## src/bsdr_pkg.sv

```systemverilog
// package: constants and types for bus space decoding and control registers
// Overview of operation
// - registers are 16 bits; 32-bit reads return zero in the upper half
// - 32-bit writes land only when the upper data half carries the key
// - 16-bit register accesses are reads; a 16-bit write changes nothing
// - 16-bit register accesses decode at the word address plus 2
// - five 32 Mbyte areas 0 to 4 sit consecutively from address zero
// - the cache-through region aliases the cached areas onto the same memory
// - area memory types: 0 burst ROM, 2 and 3 synchronous DRAM, 3 DRAM
// - area 2 synchronous DRAM always uses auto-precharge, never open banks
// - area 3 synchronous DRAM may keep banks active
// - two 4 kbyte on-chip RAM halves, X and Y, are decoded
// - purge, tag array and data array cache-control regions are decoded
// - two 4 kbyte windows set the synchronous DRAM mode register
// - lane strobes write ordinary space and mask synchronous DRAM bytes
// - DRAM gets one column strobe per byte lane, lane 3 most significant
// - two-bit master code: CPU, DMA, ethernet DMA, other
// - refresh request is signalled while the bus is released
// - on release strobes float; acknowledge, refresh and master code stay
// - float request with wait floats strobes without ending the cycle
// - area 3 select stays inactive when area 3 is DRAM
package bsdr_pkg;
   localparam int REG_COUNT = 10;
   localparam logic [31:0] OFF_WAIT_CONTROL_1       = 32'h0fff_ffe8;
   localparam logic [31:0] OFF_REFRESH_TIME_CONST   = 32'h0fff_fff8;
   localparam logic [31:0] OFF_WAIT_CONTROL_2       = 32'hffff_ffc0;
   localparam logic [31:0] OFF_WAIT_CONTROL_3       = 32'hffff_ffc4;
   localparam logic [31:0] OFF_BUS_CONTROL_1        = 32'hffff_ffe0;
   localparam logic [31:0] OFF_BUS_CONTROL_2        = 32'hffff_ffe4;
   localparam logic [31:0] OFF_MEMORY_IF_CONTROL    = 32'hffff_ffec;
   localparam logic [31:0] OFF_REFRESH_CTRL_STATUS  = 32'hffff_fff0;
   localparam logic [31:0] OFF_REFRESH_TIMER_COUNT  = 32'hffff_fff4;
   localparam logic [31:0] OFF_BUS_CONTROL_3        = 32'hffff_fffc;
   localparam logic [15:0] RST_WAIT_CONTROL_1       = 16'haaff;
   localparam logic [15:0] RST_REFRESH_TIME_CONST   = 16'h0000;
   localparam logic [15:0] RST_WAIT_CONTROL_2       = 16'h000b;
   localparam logic [15:0] RST_WAIT_CONTROL_3       = 16'h0000;
   localparam logic [15:0] RST_BUS_CONTROL_1        = 16'h03f0;
   localparam logic [15:0] RST_BUS_CONTROL_2        = 16'h00fc;
   localparam logic [15:0] RST_MEMORY_IF_CONTROL    = 16'h0000;
   localparam logic [15:0] RST_REFRESH_CTRL_STATUS  = 16'h0000;
   localparam logic [15:0] RST_REFRESH_TIMER_COUNT  = 16'h0000;
   localparam logic [15:0] RST_BUS_CONTROL_3        = 16'h0f00;
   localparam logic [31:0] REG_OFFSET [REG_COUNT] = '{
      OFF_WAIT_CONTROL_1, OFF_REFRESH_TIME_CONST, OFF_WAIT_CONTROL_2,
      OFF_WAIT_CONTROL_3, OFF_BUS_CONTROL_1, OFF_BUS_CONTROL_2,
      OFF_MEMORY_IF_CONTROL, OFF_REFRESH_CTRL_STATUS, OFF_REFRESH_TIMER_COUNT,
      OFF_BUS_CONTROL_3};
   localparam logic [15:0] REG_RESET [REG_COUNT] = '{
      RST_WAIT_CONTROL_1, RST_REFRESH_TIME_CONST, RST_WAIT_CONTROL_2,
      RST_WAIT_CONTROL_3, RST_BUS_CONTROL_1, RST_BUS_CONTROL_2,
      RST_MEMORY_IF_CONTROL, RST_REFRESH_CTRL_STATUS, RST_REFRESH_TIMER_COUNT,
      RST_BUS_CONTROL_3};
   localparam logic [3:0]  IDX_BUS_CONTROL_1 = 4'h4;
   localparam logic [31:0] HALF_ACCESS_STEP  = 32'h0000_0002;
   localparam logic [15:0] WRITE_KEY         = 16'ha55a;
   // bus control 1 fields
   localparam int BC1_BURST_ROM_POS = 11;
   localparam int BC1_MEM_TYPE_LSB  = 0;
   localparam logic [2:0] MEM_TYPE_A3_DRAM = 3'h2;
   // address map
   localparam logic [28:0] AREA_LAST      = 29'h09ff_ffff;
   localparam int          AREA_LSB       = 25;
   localparam logic [2:0]  TOP_CACHED     = 3'h0;
   localparam logic [2:0]  TOP_THROUGH    = 3'h1;
   localparam logic [2:0]  TOP_PURGE      = 3'h2;
   localparam logic [2:0]  TOP_TAG        = 3'h3;
   localparam logic [19:0] PAGE_XRAM      = 20'h1000e;
   localparam logic [19:0] PAGE_YRAM      = 20'h1001e;
   localparam logic [19:0] PAGE_DATA      = 20'hc0000;
   localparam logic [19:0] PAGE_SDMODE_0  = 20'hffff0;
   localparam logic [19:0] PAGE_SDMODE_1  = 20'hffff8;
   localparam logic [2:0]  AREA_0         = 3'h0;
   localparam logic [2:0]  AREA_2         = 3'h2;
   localparam logic [2:0]  AREA_3         = 3'h3;
   // master codes
   localparam logic [1:0] MID_CPU   = 2'h0;
   localparam logic [1:0] MID_DMA   = 2'h1;
   localparam logic [1:0] MID_EDMA  = 2'h2;
   localparam logic [1:0] MID_OTHER = 2'h3;
   // access qualifier bits
   localparam int QN = 12;
   localparam int Q_EXT = 0, Q_THROUGH = 1, Q_XRAM = 2, Q_YRAM = 3, Q_PURGE = 4;
   localparam int Q_TAG = 5, Q_DATA = 6, Q_SDMODE = 7, Q_RESERVED = 8;
   localparam int Q_AUTOPRE = 9, Q_BANKACT = 10, Q_BURSTROM = 11;
   typedef enum logic [3:0] {
      RG_AREA, RG_XRAM, RG_YRAM, RG_PURGE, RG_TAG, RG_DATA, RG_SDMODE, RG_OTHER
   } bsdr_region_t;
endpackage

```

## src/bsdr_decode.sv

```systemverilog
// address space decoder: areas, aliases, on-chip ram, cache and mode windows
`timescale 1ns/100ps
module bsdr_decode
   import bsdr_pkg::*;
(
   // address in
   input  wire logic [31:0] addr_i,
   // decode out
   output bsdr_region_t     region_o,
   output logic [2:0]       area_o,
   output logic             through_o
);
   logic [2:0] top;

   always_comb begin
      top       = addr_i[31:29];
      region_o  = RG_OTHER;
      area_o    = addr_i[AREA_LSB +: 3];
      through_o = (top == TOP_THROUGH);
      // both cached and cache-through tops share the area index, so they alias
      if ((top == TOP_CACHED || top == TOP_THROUGH) && addr_i[28:0] <= AREA_LAST) begin
         region_o = RG_AREA;
      end else if (addr_i[31:12] == PAGE_XRAM) begin
         region_o = RG_XRAM;
      end else if (addr_i[31:12] == PAGE_YRAM) begin
         region_o = RG_YRAM;
      end else if (top == TOP_PURGE && addr_i[28:0] <= AREA_LAST) begin
         region_o = RG_PURGE;
      end else if (top == TOP_TAG) begin
         region_o = RG_TAG;
      end else if (addr_i[31:12] == PAGE_DATA) begin
         region_o = RG_DATA;
      end else if (addr_i[31:12] == PAGE_SDMODE_0 || addr_i[31:12] == PAGE_SDMODE_1) begin
         region_o = RG_SDMODE;
      end
   end
endmodule

```

## src/bsdr_sync.sv

```systemverilog
// three-stage synchroniser with agreement filter for pin inputs
`timescale 1ns/100ps
module bsdr_sync
   import bsdr_pkg::*;
#(
   parameter int             W         = 1,
   parameter logic [W-1:0]   RESET_VAL = '0
) (
   // clock and reset
   input  wire logic         core_clk_i,
   input  wire logic         rst_n_i,
   // pins and filtered levels
   input  wire logic [W-1:0] pin_i,
   output logic      [W-1:0] level_o
);
   logic [W-1:0] s1_q, s2_q, s3_q, lvl_q;
   logic [W-1:0] lvl_d;

   genvar g;
   generate
      for (g = 0; g < W; g++) begin : g_bit
         // stage one feeds only stage two
         always_comb begin
            lvl_d[g] = (s2_q[g] == s3_q[g]) ? s2_q[g] : lvl_q[g];
         end
      end
   endgenerate

   always_ff @(posedge core_clk_i) begin
      if (!rst_n_i) begin
         s1_q  <= RESET_VAL;
         s2_q  <= RESET_VAL;
         s3_q  <= RESET_VAL;
         lvl_q <= RESET_VAL;
      end else begin
         s1_q  <= pin_i;
         s2_q  <= s1_q;
         s3_q  <= s2_q;
         lvl_q <= lvl_d;
      end
   end

   assign level_o = lvl_q;
endmodule

```

## src/bsdr_top.sv

```systemverilog
// bus state controller space decode, control registers and strobe pins
`timescale 1ns/100ps
module bsdr_top
   import bsdr_pkg::*;
(
   // clock and reset
   input  wire logic        core_clk_i,
   input  wire logic        rst_n_i,
   // internal access port
   input  wire logic        cpu_req_i,
   input  wire logic        cpu_write_i,
   input  wire logic        cpu_size32_i,
   input  wire logic [31:0] cpu_addr_i,
   input  wire logic [31:0] cpu_wdata_i,
   input  wire logic [3:0]  cpu_lanes_i,
   output logic             cpu_ack_o,
   output logic [31:0]      cpu_rdata_o,
   // arbitration state
   input  wire logic        grant_cpu_i,
   input  wire logic        grant_dma_i,
   input  wire logic        grant_edma_i,
   input  wire logic        bus_release_i,
   input  wire logic        refresh_pending_i,
   input  wire logic        dma_acknowledge_1_i,
   // pins from outside
   input  wire logic        wait_n_i,
   input  wire logic        bus_float_request_i,
   // access qualifiers
   output logic             ext_access_o,
   output logic             cache_through_o,
   output logic             xram_select_o,
   output logic             yram_select_o,
   output logic             purge_select_o,
   output logic             tag_select_o,
   output logic             data_array_select_o,
   output logic             sdram_mode_select_o,
   output logic             reserved_access_o,
   output logic             auto_precharge_o,
   output logic             bank_active_o,
   output logic             burst_rom_o,
   // strobe pins
   output logic             area0_select_n_o,
   output logic             area1_select_n_o,
   output logic             area2_select_n_o,
   output logic             area3_select_n_o,
   output logic             area4_select_n_o,
   output logic             lane3_write_strobe_n_o,
   output logic             lane2_write_strobe_n_o,
   output logic             lane1_write_strobe_n_o,
   output logic             lane0_write_strobe_n_o,
   output logic             lane3_column_strobe_n_o,
   output logic             lane2_column_strobe_n_o,
   output logic             lane1_column_strobe_n_o,
   output logic             lane0_column_strobe_n_o,
   output logic             strobe_oe_o,
   // always-driven pins
   output logic [1:0]       master_id_out_o,
   output logic             refresh_request_out_o,
   output logic             dma_acknowledge_1_o
);
   typedef enum logic {ST_IDLE, ST_ACTIVE} bsdr_state_t;

   bsdr_state_t  state_q, state_d;
   logic         ack_q, ack_d;
   logic [31:0]  rdata_q, rdata_d;
   logic [4:0]   sel_n_q, sel_n_d;
   logic [3:0]   lane_q, lane_d;
   logic [3:0]   col_n_q, col_n_d;
   logic [QN-1:0] qual_q, qual_d;
   logic [15:0]  regs_q [REG_COUNT];
   logic [15:0]  regs_d [REG_COUNT];
   logic         oe_q, oe_d;
   logic         refresh_q, refresh_d;
   logic [1:0]   mid_q, mid_d;
   logic         dack_q, dack_d;

   bsdr_region_t dec_region;
   logic [2:0]   dec_area;
   logic         dec_through;
   logic         wait_n_s, float_s, float_active;
   logic         take, hit, key_ok, wr_en, is_ext;
   logic [3:0]   hit_idx;
   logic [2:0]   mem_type;
   logic         a2_sdram, a3_sdram, a3_dram, sdram_area, dram_area;
   logic [15:0]  sel_val;

   bsdr_decode u_decode (
      .addr_i    (cpu_addr_i),
      .region_o  (dec_region),
      .area_o    (dec_area),
      .through_o (dec_through)
   );

   bsdr_sync #(.W(2), .RESET_VAL(2'h1)) u_sync (
      .core_clk_i (core_clk_i),
      .rst_n_i    (rst_n_i),
      .pin_i      ({bus_float_request_i, wait_n_i}),
      .level_o    ({float_s, wait_n_s})
   );

   // float only counts while the far side also holds wait
   assign float_active = float_s & ~wait_n_s;

   // register match; half-word accesses sit two bytes higher
   always_comb begin
      hit     = 1'b0;
      hit_idx = 4'h0;
      for (int i = 0; i < REG_COUNT; i++) begin
         if (cpu_size32_i ? (cpu_addr_i == REG_OFFSET[i])
                          : (cpu_addr_i == REG_OFFSET[i] + HALF_ACCESS_STEP)) begin
            hit     = 1'b1;
            hit_idx = 4'(i);
         end
      end
   end

   assign take    = (state_q == ST_IDLE) && cpu_req_i;
   assign key_ok  = (cpu_wdata_i[31:16] == WRITE_KEY);
   // half-word writes and keyless writes fall through silently
   assign wr_en   = take && hit && cpu_write_i && cpu_size32_i && key_ok;
   assign is_ext  = (dec_region == RG_AREA) && !hit;
   assign sel_val = regs_q[hit_idx];

   // memory type of areas 2 and 3 comes from bus control 1
   assign mem_type   = regs_q[IDX_BUS_CONTROL_1][BC1_MEM_TYPE_LSB +: 3];
   assign a2_sdram   = mem_type[2];
   assign a3_sdram   = mem_type[0];
   assign a3_dram    = (mem_type == MEM_TYPE_A3_DRAM);
   assign sdram_area = (dec_area == AREA_2 && a2_sdram) || (dec_area == AREA_3 && a3_sdram);
   assign dram_area  = (dec_area == AREA_3) && a3_dram;

   // access sequencing
   always_comb begin
      state_d = state_q;
      ack_d   = 1'b0;
      rdata_d = rdata_q;
      sel_n_d = sel_n_q;
      lane_d  = lane_q;
      col_n_d = col_n_q;
      qual_d  = qual_q;
      case (state_q)
         ST_IDLE: begin
            if (cpu_req_i) begin
               state_d = ST_ACTIVE;
               rdata_d = hit ? {16'h0000, sel_val} : 32'h0000_0000;
               qual_d  = '0;
               qual_d[Q_EXT]      = is_ext;
               qual_d[Q_THROUGH]  = is_ext && dec_through;
               qual_d[Q_XRAM]     = (dec_region == RG_XRAM);
               qual_d[Q_YRAM]     = (dec_region == RG_YRAM);
               qual_d[Q_PURGE]    = (dec_region == RG_PURGE);
               qual_d[Q_TAG]      = (dec_region == RG_TAG);
               qual_d[Q_DATA]     = (dec_region == RG_DATA);
               qual_d[Q_SDMODE]   = (dec_region == RG_SDMODE);
               qual_d[Q_RESERVED] = (dec_region == RG_OTHER) && !hit;
               if (is_ext) begin
                  qual_d[Q_AUTOPRE]  = (dec_area == AREA_2) && a2_sdram;
                  qual_d[Q_BANKACT]  = (dec_area == AREA_3) && a3_sdram;
                  qual_d[Q_BURSTROM] = (dec_area == AREA_0) &&
                                       regs_q[IDX_BUS_CONTROL_1][BC1_BURST_ROM_POS];
                  // dram on area 3 runs from the column strobes alone
                  if (!dram_area) begin
                     sel_n_d[dec_area] = 1'b0;
                  end
                  if (sdram_area) begin
                     lane_d = ~cpu_lanes_i;
                  end else if (cpu_write_i && !dram_area) begin
                     lane_d = ~cpu_lanes_i;
                  end
                  if (dram_area) begin
                     col_n_d = ~cpu_lanes_i;
                  end
               end
            end
         end
         ST_ACTIVE: begin
            // an external cycle freezes while its pins are floated
            if (!(qual_q[Q_EXT] && (float_active || bus_release_i))) begin
               state_d = ST_IDLE;
               ack_d   = 1'b1;
               sel_n_d = '1;
               lane_d  = '1;
               col_n_d = '1;
               qual_d  = '0;
            end
         end
         default: state_d = ST_IDLE;
      endcase
   end

   always_ff @(posedge core_clk_i) begin
      if (!rst_n_i) begin
         state_q <= ST_IDLE;
         ack_q   <= 1'b0;
         rdata_q <= 32'h0000_0000;
         sel_n_q <= 5'h1f;
         lane_q  <= 4'hf;
         col_n_q <= 4'hf;
         qual_q  <= '0;
      end else begin
         state_q <= state_d;
         ack_q   <= ack_d;
         rdata_q <= rdata_d;
         sel_n_q <= sel_n_d;
         lane_q  <= lane_d;
         col_n_q <= col_n_d;
         qual_q  <= qual_d;
      end
   end

   // control registers
   always_comb begin
      regs_d = regs_q;
      if (wr_en) begin
         regs_d[hit_idx] = cpu_wdata_i[15:0];
      end
   end

   always_ff @(posedge core_clk_i) begin
      if (!rst_n_i) begin
         regs_q <= REG_RESET;
      end else begin
         regs_q <= regs_d;
      end
   end

   // pin drivers; acknowledge, refresh and master code never float
   always_comb begin
      oe_d      = !(bus_release_i || float_active);
      refresh_d = bus_release_i && refresh_pending_i;
      dack_d    = dma_acknowledge_1_i;
      if (grant_cpu_i) begin
         mid_d = MID_CPU;
      end else if (grant_dma_i) begin
         mid_d = MID_DMA;
      end else if (grant_edma_i) begin
         mid_d = MID_EDMA;
      end else begin
         mid_d = MID_OTHER;
      end
   end

   always_ff @(posedge core_clk_i) begin
      if (!rst_n_i) begin
         oe_q      <= 1'b0;
         refresh_q <= 1'b0;
         mid_q     <= MID_CPU;
         dack_q    <= 1'b0;
      end else begin
         oe_q      <= oe_d;
         refresh_q <= refresh_d;
         mid_q     <= mid_d;
         dack_q    <= dack_d;
      end
   end

   assign cpu_ack_o               = ack_q;
   assign cpu_rdata_o             = rdata_q;
   assign ext_access_o            = qual_q[Q_EXT];
   assign cache_through_o         = qual_q[Q_THROUGH];
   assign xram_select_o           = qual_q[Q_XRAM];
   assign yram_select_o           = qual_q[Q_YRAM];
   assign purge_select_o          = qual_q[Q_PURGE];
   assign tag_select_o            = qual_q[Q_TAG];
   assign data_array_select_o     = qual_q[Q_DATA];
   assign sdram_mode_select_o     = qual_q[Q_SDMODE];
   assign reserved_access_o       = qual_q[Q_RESERVED];
   assign auto_precharge_o        = qual_q[Q_AUTOPRE];
   assign bank_active_o           = qual_q[Q_BANKACT];
   assign burst_rom_o             = qual_q[Q_BURSTROM];
   assign {area4_select_n_o, area3_select_n_o, area2_select_n_o,
           area1_select_n_o, area0_select_n_o} = sel_n_q;
   assign {lane3_write_strobe_n_o, lane2_write_strobe_n_o,
           lane1_write_strobe_n_o, lane0_write_strobe_n_o} = lane_q;
   assign {lane3_column_strobe_n_o, lane2_column_strobe_n_o,
           lane1_column_strobe_n_o, lane0_column_strobe_n_o} = col_n_q;
   assign strobe_oe_o             = oe_q;
   assign master_id_out_o         = mid_q;
   assign refresh_request_out_o   = refresh_q;
   assign dma_acknowledge_1_o     = dack_q;

   // checks
   logic [16*REG_COUNT-1:0] regs_flat;
   always_comb begin
      for (int i = 0; i < REG_COUNT; i++) begin
         regs_flat[16*i +: 16] = regs_q[i];
      end
   end
endmodule

```

## config.mk

```make
export PLATFORM = sky130hd
export DESIGN_NAME = bsdr_top
export DESIGN_NICKNAME = d
export VERILOG_FILES = /design/src/bsdr_pkg.sv /design/src/bsdr_decode.sv /design/src/bsdr_sync.sv /design/src/bsdr_top.sv
export SDC_FILE = /design/constraint.sdc
export NUM_CORES = 1
export LEC_CHECK = 0
export BUFFER_PORTS_ARGS = -buffer_cell sky130_fd_sc_hd__buf_2
export CAP_MARGIN = 20
export CORE_MARGIN = 1.5
export CORE_UTILIZATION = 59
export CTS_BUF_LIST = sky130_fd_sc_hd__clkbuf_8
export DETAILED_ROUTE_END_ITERATION = 10
export PLACE_DENSITY = 0.82
export SETUP_SLACK_MARGIN = 0.2
export SLEW_MARGIN = 20
export SYNTH_ARGS = -nofsm -noshare
export SYNTH_HDL_FRONTEND = slang
export SYNTH_SLANG_ARGS = --single-unit
```

## constraint.sdc

```tcl
create_clock -name core_clk_i -period 2.8 [get_ports core_clk_i]
set_input_delay 0.28 -clock core_clk_i [delete_from_list [all_inputs] [get_ports core_clk_i]]
set_output_delay 0.28 -clock core_clk_i [all_outputs]
set_load 0.01 [all_outputs]
```

Word-level counts from Yosys, hierarchy flattened
Cells that the tools add are included.
{ "word_totals": {"out_inout_bits": 63, "regBits": 232} }
{ "op_classes": {"eq_ne": 47, "n_bitwise": 8, "mux": 70, "order_cmp": 5, "n_reduce_logical": 37} }
{ "op_table": {"columns": ["cell", "count"], "rows": [
  ["== test 32 bit (second input constant)", 16],
  ["bitwise mux 160 bit", 1],
  ["== test 32 x 28 -> 1 bit (second input constant)", 4],
  ["two-way mux 4 bit", 22],
  ["binary-select mux 16 bit (select 4 bit)", 1],
  ["demux 16 bit (select 4 bit)", 1],
  ["two-way mux 16 bit", 4],
  ["== test 20 bit (second input constant)", 3],
  ["== test 20 x 17 -> 1 bit (second input constant)", 2],
  ["<= comparator 29 x 28 -> 1 bit (second input constant)", 1],
  ["two-way mux 1 bit", 28],
  ["two-way mux 12 bit", 2],
  ["one-hot mux 12 bit (2 select lines)", 1],
  ["two-way mux 5 bit", 4],
  ["logical AND 1 bit", 19],
  ["== test 16 bit (second input constant)", 1],
  ["== test 4 x 3 -> 1 bit (second input constant)", 4],
  ["one-hot mux 4 bit (2 select lines)", 2],
  ["== test 3 x 2 -> 1 bit (second input constant)", 5],
  ["AND reduction 4 bit", 3],
  ["inequality test 2 bit (second input constant)", 5],
  ["one-hot mux 5 bit (2 select lines)", 1],
  ["== test 4 x 2 -> 1 bit (second input constant)", 2],
  ["logical NOT 3 bit", 2],
  ["other kinds (23)", 33]
]} }

Logic depth before layout (Yosys ltp)
Gate-level depths: netlist of the first run.
{ "logic_depth": {"depth_word": 17, "mapped_depth": 11} }

Cells and area by module
A second synthesis of the first run with hierarchy kept.
{ "hier_totals": {"cells_unflattened": 1302, "hier_area_um2": 10063.4} }
{ "by_module_without_submodules": {"columns": ["mod", "area_each_um2", "seq_area_each_um2", "n_inst", "cells_per_inst"], "rows": [
  ["bsdr_top", 9623.0, 4164.0, 1, 1250],
  ["bsdr_sync", 231.5, 160.2, 1, 20],
  ["bsdr_decode", 209.0, 0.0, 1, 32]
]} }

Worst setup path before layout of the first run
No wires, ideal clock.
{ "synth_path": {"path_type": "input port to flip-flop", "startpoint": "input cpu_addr_i[27]", "endpoint": "register rdata_q[4], in the netlist cpu_rdata_o[4]", "n_path_buf": 2, "setup_slack_ps": 405, "cell_stages": 9, "setup_time_ps": 59, "t_arrival_ps": 2336, "path_cell_list": "buf_2 > nand4_2 > nor4_4 > nand4_2 > nand2_1 > buf_2 > mux2_2 > a211oi_1 > a22o_1"} }
{ "synth_between": {"elab_chain_cells": 16, "elab_cells_between_ends": 54} }
{ "synth_rtl": {"columns": ["element", "line", "text"], "rows": [
  ["from (decl)", "bsdr_top.sv:13", "input wire logic [31:0] cpu_addr_i,"],
  ["== test 32 x 28 -> 1 bit (on tied branches)", "bsdr_top.sv:110, bsdr_top.sv:109", null],
  ["two-way mux 1 bit (2 in a row)", "bsdr_top.sv:109", "if (cpu_size32_i ? (cpu_addr_i == REG_OFFSET[i])"],
  ["two-way mux 4 bit (8 in a row)", "bsdr_top.sv:109", null],
  ["inverter 4 -> 5 bit (implied by the code)", "bsdr_top.sv:122", "assign sel_val = regs_q[hit_idx];"],
  ["binary-select mux 16 bit (select 4 bit)", "bsdr_top.sv:122", null],
  ["two-way mux 16 bit (implied by the code) (2 in a row)", "bsdr_top.sv:122", null],
  ["two-way mux 16 bit (*)", "bsdr_top.sv:145", "rdata_d = hit ? {16'h0000, sel_val} : 32'h0000_0000;"],
  ["to (signal assigned)", "bsdr_top.sv:203", "rdata_q <= rdata_d;"],
  ["to (decl)", "bsdr_top.sv:65", "logic [31:0] rdata_q, rdata_d;"]
]} }
Every way passes the cells marked *; elsewhere a longest branch is shown, timed or not. The select of a mux whose other input is x is not followed.
A chain may end at the register's enable or synchronous reset.

Final worst setup path of the first run
{ "layout_path": {"startpoint": "register state_q", "endpoint": "register regs_q (netlist bit regs_flat[73])"} }
{ "layout_between": {"elab_chain_cells": 6} }
{ "layout_rtl": {"columns": ["element", "line", "text"], "rows": [
  ["from (decl)", "bsdr_top.sv:63", "bsdr_state_t state_q, state_d;"],
  ["from (signal assigned)", "bsdr_top.sv:201", "state_q <= state_d;"],
  ["inverter 1 bit (no source line)", null, null],
  ["logical AND 1 bit", "bsdr_top.sv:117", "assign take = (state_q == ST_IDLE) && cpu_req_i;"],
  ["logical AND 1 bit (4 in a row)", "bsdr_top.sv:120", "assign wr_en = take && hit && cpu_write_i && cpu_size32_i && key_ok;"],
  ["to (signal assigned)", "bsdr_top.sv:223", "regs_q <= regs_d;"],
  ["to (decl)", "bsdr_top.sv:70", "logic [15:0] regs_q [REG_COUNT];"]
]} }
No other way between the ends.

==> out/results.tsv, run 1 <==
metric	value	unit
cts.path.max_buffers	3	
die_h	132	um
multi_input_area	4970	um2
min_period	2.46	ns
ios	144	
grtUsageMet1	43.4	%
max-cap-violations	0	
num_rows	46	
detail_route.wl_per_cell	18.9	um
hold_class	input port to flop	
fin_setup_tns	0	ns
grtUsageTotal	32.8	%
core	16100	um2
grt_setup_unrepaired	false	
ant_nets	0	
pre_cts_slack	-0.0242	ns
clock_latency	0.53	ns
clkSinkCount	216	
fin_crit_sh	88.0	%
ys_types	64	
htree_num_levels	2	
syn_area_per_cell	8.28	um2
cts_buffers	35	
p_leak	0.00502	uW
met2_usage	52.1	%
grt_pass1_wl	46.0	mm
cp.arrival	2.85	ns
initial_core_util	61.1	%
cts_tree	built	
fill_cells	1280	
cts_setup_buffers	0	
clkPwrFrac	43.5	%
ys_seq_elements	216	
seqPwrFrac	50.8	%
seq_area	4320	um2
swShare	23.9	%
hold_viol_final	0	
routabilityCongestion	0.881	
synth_enable_flop_cells	0	
ir_drop	0.000390	V
met3_usage	5.73	%
yosys.area.top_type	dfxtp_1	
place_area	10700	um2
combPwrFrac	5.6	%
grt_pass1_vias	8811	
routed_wl	29.4	mm
port-buffer-count	127	
die_x	132	um
setup_viol	0	
overflow	0	
worstPathRequired	3.19	ns
p_per_area	530	nW/um2
setup_ws	0.337	ns
stdcell_area	11500	um2
worstSetupPathType	flop to flop	
clk_pin_slew	0.06	ns
busiest_layer	met2	
syn_to_final_growth	17.2	%
syn_inst	1184	
ys.warnings.count	0	
grt_start_max_net_pins	88	
slew_headroom	48.8	%
endpoint_kind	flop	
synth_ff_type	dfxtp_1	
syn_area	9810	um2
synth_seq_area_share	44.1	%
finalClockSkew	0.0236	ns
worstMarginPinSlew	0.757	ns
drive_gt1_share	19.8	%
drtIter0Drc	1081	
status	complete, no violations	
fmax	406	MHz
num-nets-final	1401	
vias	9543	
p_int	4630	uW
dieArea	17400	um2
detail_route.first_pass.iterations	5	
yosysTopAreaCellShare	44.1	%
cts_root_buffer	clkbuf_8	
synth-async-reset-ratio	0	%
power.switching	1460	uW
synthTopCellsByArea	dfxtp_1 (44%), nand2_1 (8.3%), mux2i_1 (6.9%)	
slew_viol_final	0	
via_per_inst	6.13	
antenna_found_initial	1	
drc	0	
dp_hpwl	19.5	mm
path_max_fanout	16	
cp-start-kind	flop	
-- per-stage QoR --
| stage | std cells | hold slack, ns | util [%] | power [uW] |
|---|---|---|---|---|
| floorplan | 1199 | 0.352 | - | 3350 |
| global placement | 1492 | 0.392 | 66.8 | 3480 |
| detailed placement | 1492 | 0.393 | 66.8 | 3490 |
| CTS | 1557 | 0.0111 | 71.5 | 6100 |
| global route | 1557 | 0.0237 | 71.5 | 6270 |
| finish | 1558 | 0.0220 | 71.6 | 6090 |
-- worst paths after layout --
kind	start	endpoint	slack (ns)	depth (start not counted)
min	cpu_req_i	state_q	0.02	2
max	state_q	regs_flat[73]	0.34	7
min reg2reg	u_sync.s1_q[0]	u_sync.s2_q[0]	0.40	1
max reg2reg	state_q	regs_flat[73]	0.34	7
-- kinds of logic after synthesis --
kind of cell	share of synthesized area, %
AO/OA/AOI/OAI	15.4
XOR/XNOR	0.0893
buffers and inverters	5.95
flip-flops	44.1
multiplexers	8.78
other	0.0382
AND/OR/NAND/NOR	25.6
-- final cells by class --
type                    instances  area share (%)
clock buffers                  45            5.39
clock inverters                13           0.490
well taps                     216            2.35
diodes                          1          0.0218
multi-input cells             861            43.2
repair buffers                193            10.5
flip-flops and latches        216            37.6
inverters                      13           0.425
-- flip-flops by register name (all words and copies together), names as in the netlist --
name                   flops
a2_sdram                   1
a3_sdram                   1
col_n_q                    4
cpu_ack_o                  1
cpu_rdata_o               16
dma_acknowledge_1_o        1
lane_q                     4
master_id_out_o            2
mem_type                   1
qual_q                    12
refresh_request_out_o      1
regs_flat                157
sel_n_q                    5
state_q                    1
strobe_oe_o                1
u_sync.level_o             2
u_sync.s1_q                2
u_sync.s2_q                2
u_sync.s3_q                2
-- metal layers --
metal | wire length [um] | up-vias
met5 | 0 | -
met4 | 1120 | 0
met3 | 2870 | 94
met2 | 13400 | 546
met1 | 12000 | 4485
li1 | - | 4418
-- cells in the mapped netlist, drive strengths merged (5+ instances only) --
master,count
nand3,103
nor2,74
a22o,16
nand2,216
and2,7
and3,25
dfxtp,216
nor3,19
a21oi,77
o21ai,71
nor4,8
mux2i,68
a21boi,13
clkbuf,55
inv,13
nor4bb,5
nor2b,6
o32ai,12
a31oi,5
mux2,16
a211oi,18
nor4b,13
buf,54
nand2b,11
nand4,16
-- repair_timing --
item,CTS,global route
hold buffers,7,0
gates resized for setup,1,2
endpoints found under the setup margin,1,2
endpoints found under the hold margin,7,0
-- layout by cell type (no fill, tap or decap), drive strengths merged, types with 19 or more instances in the layout --
cell / count
nand3: 103
and3: 25
mux2i: 68
clkbuf: 45
inv: 23
nor2: 74
nor3: 19
o21ai: 71
a21oi: 77
nand2: 216
buf: 186
dfxtp: 216
-- power groups by stage --
stage	Combinational, uW	Sequential (uW)	Clock (uW)
finish	344	3100	2650
global route	370	3100	2800
CTS	334	3100	2670
detailed placement	322	3160	0
global placement	320	3160	0
floorplan	179	3170	0
-- critical path, cell delays in order (launching register included) --
cell,delay [ns]
dfxtp_1,0.31
nor2b_1,0.48
o2111ai_1,0.28
buf_4,0.23
nor3_4,0.29
nand3_4,0.36
mux2i_1,0.29
nand2_1,0.07
No activity file was read; power rests on OpenSTA's default activity.
==> run 2: changes to the inputs <==
- RECOVER_POWER: not set -> 50
- SETUP_SLACK_MARGIN: 0.2 -> not set
==> run 2 against run 1 <==
The flow now finishes with violations (capacitance limit, slew limit). Clock power hardly changed. Total power is 0.14% lower. Via count is 0.16% lower. Critical path type unchanged. Maximum frequency is 5.3% lower.
==> out/results.tsv, run 2 (synthesized netlist as in run 1, its figures left out) <==
metric	value	unit
hold_viol_final	0	
detail_route.wl_per_cell	18.8	um
cts_tree	built	
die_x	132	um
core	16100	um2
hold_ws	0.0329	ns
routabilityCongestion	0.881	
worstMarginPinSlew	1.73	ns
dieArea	17400	um2
routed_wl	29.4	mm
die_h	132	um
cts_root_buffer	clkbuf_8	
initial_core_util	61.1	%
cp-start-kind	flop	
clkSinkCount	216	
drive_gt1_share	15.3	%
status	finished, violations left	
pre_cts_slack	-0.0242	ns
fill_cells	1312	
clock_latency	0.52	ns
antenna_found_initial	1	
grt_pass1_vias	8814	
syn_to_final_growth	15.9	%
cts.path.max_buffers	3	
detail_route.first_pass.iterations	6	
min_period	2.60	ns
drtIter0Drc	1073	
cp_cell_sequence	nor2b_1 > o2111ai_1 > and4bb_1 > and3_1 > nand2_1 > a21oi_1	
vias	9528	
grt_pass1_wl	45.9	mm
max-cap-violations	1	
cp.arrival	3.02	ns
p_leak	0.00483	uW
endpoint_kind	flop	
drc	0	
fmax	384	MHz
largest_reg_flops	157	
ir_drop	0.000392	V
max_stage_delay	0.72	ns
grt_start_max_net_pins	88	
total_power	6090	uW
grt_setup_unrepaired	false	
path_max_fanout	16	
ios	144	
via_per_inst	6.12	
final_cell_mix	nand2_1 (216), dfxtp_1 (216), nand3_1 (101), a21oi_1 (76), buf_2 (76)	
violations	capacitance limit, slew limit	
fin_setup_tns	0	ns
htree_num_levels	2	
overflow	0	
worstSetupPathType	flop to flop	
cts_buffers	35	
hold_class	input port to flop	
slew_viol_final	88	
clk_pin_slew	0.06	ns
finalClockSkew	0.0202	ns
port-buffer-count	127	
setup_viol	0	
num_rows	46	
worstPathRequired	3.21	ns
p_per_area	536	nW/um2
ant_nets	0	
setup_ws	0.198	ns
dp_hpwl	19.5	mm
num-nets-final	1401	
grtUsageTotal	32.7	%
cpMaxStageDelayCell	and3_1	
fin_crit_sh	92.9	%
slew_headroom	-15.2	%
run 2: changes by cell type in the layout (fill, tap and decap cells not counted), sizes merged:
cell and delta:
buf -61, clkbuf +61
run 2: path summary, 6_finish.rpt:
path | startpoint | end | slack (ns) | depth (start not counted)
max | state_q | regs_flat[18] | 0.20 | 6
min | cpu_req_i | state_q | 0.03 | 2
max reg2reg | state_q | regs_flat[18] | 0.20 | 6
min reg2reg | u_sync.s1_q[0] | u_sync.s2_q[0] | 0.40 | 1
run 2: through the flow:
step	util, %	instances	area [um2]
3_5_place_dp	66.8	1492	10700
2_1_floorplan	-	1199	9860
4_1_cts	71.5	1557	11500
6_report	70.7	1558	11400
5_1_grt	70.7	1557	11400
3_3_place_gp	66.8	1492	10700
run 2: cell type report:
| cell class | instances | area, um2 | share of cell area, % |
|---|---|---|---|
| multi-input combinational | 861 | 4950 | 43.5 |
| sequential | 216 | 4320 | 38.1 |
| timing repair buffer | 193 | 1090 | 9.61 |
| clock buffer | 45 | 619 | 5.45 |
| tap | 216 | 270 | 2.38 |
| clock inverter | 13 | 56.3 | 0.496 |
| inverter | 13 | 48.8 | 0.430 |
| antenna | 1 | 2.50 | 0.0220 |
run 2: worst max-delay path, delay by kind of cell, from the launching register on:
family | cells | cell delay, ns
AO/OA/AOI/OAI | 2 | 0.48
flip-flops | 1 | 0.32
AND/OR/NAND/NOR | 4 | 1.69
run 2: report_power, final:
| part | switching (uW) | leakage [uW] | internal [uW] |
|---|---|---|---|
| Clock | 1220 | 0.000389 | 1430 |
| Sequential | 7.17 | 0.00174 | 3090 |
| Combinational | 230 | 0.00270 | 105 |
| Total | 1460 | 0.00483 | 4630 |
run 2: repair_timing:
action,CTS,global route
hold endpoints to repair,7,0
buffers inserted,0,0
hold buffers,7,0
setup endpoints to repair,0,4
resized for setup,0,1
run 2: layer usage:
layer,routed length (um),vias up,GRT usage [%]
met4,1120,0,15.3
met5,0,-,0
met2,13400,552,52.0
met1,12100,4450,43.3
met3,2760,95,5.69
li1,-,4431,-
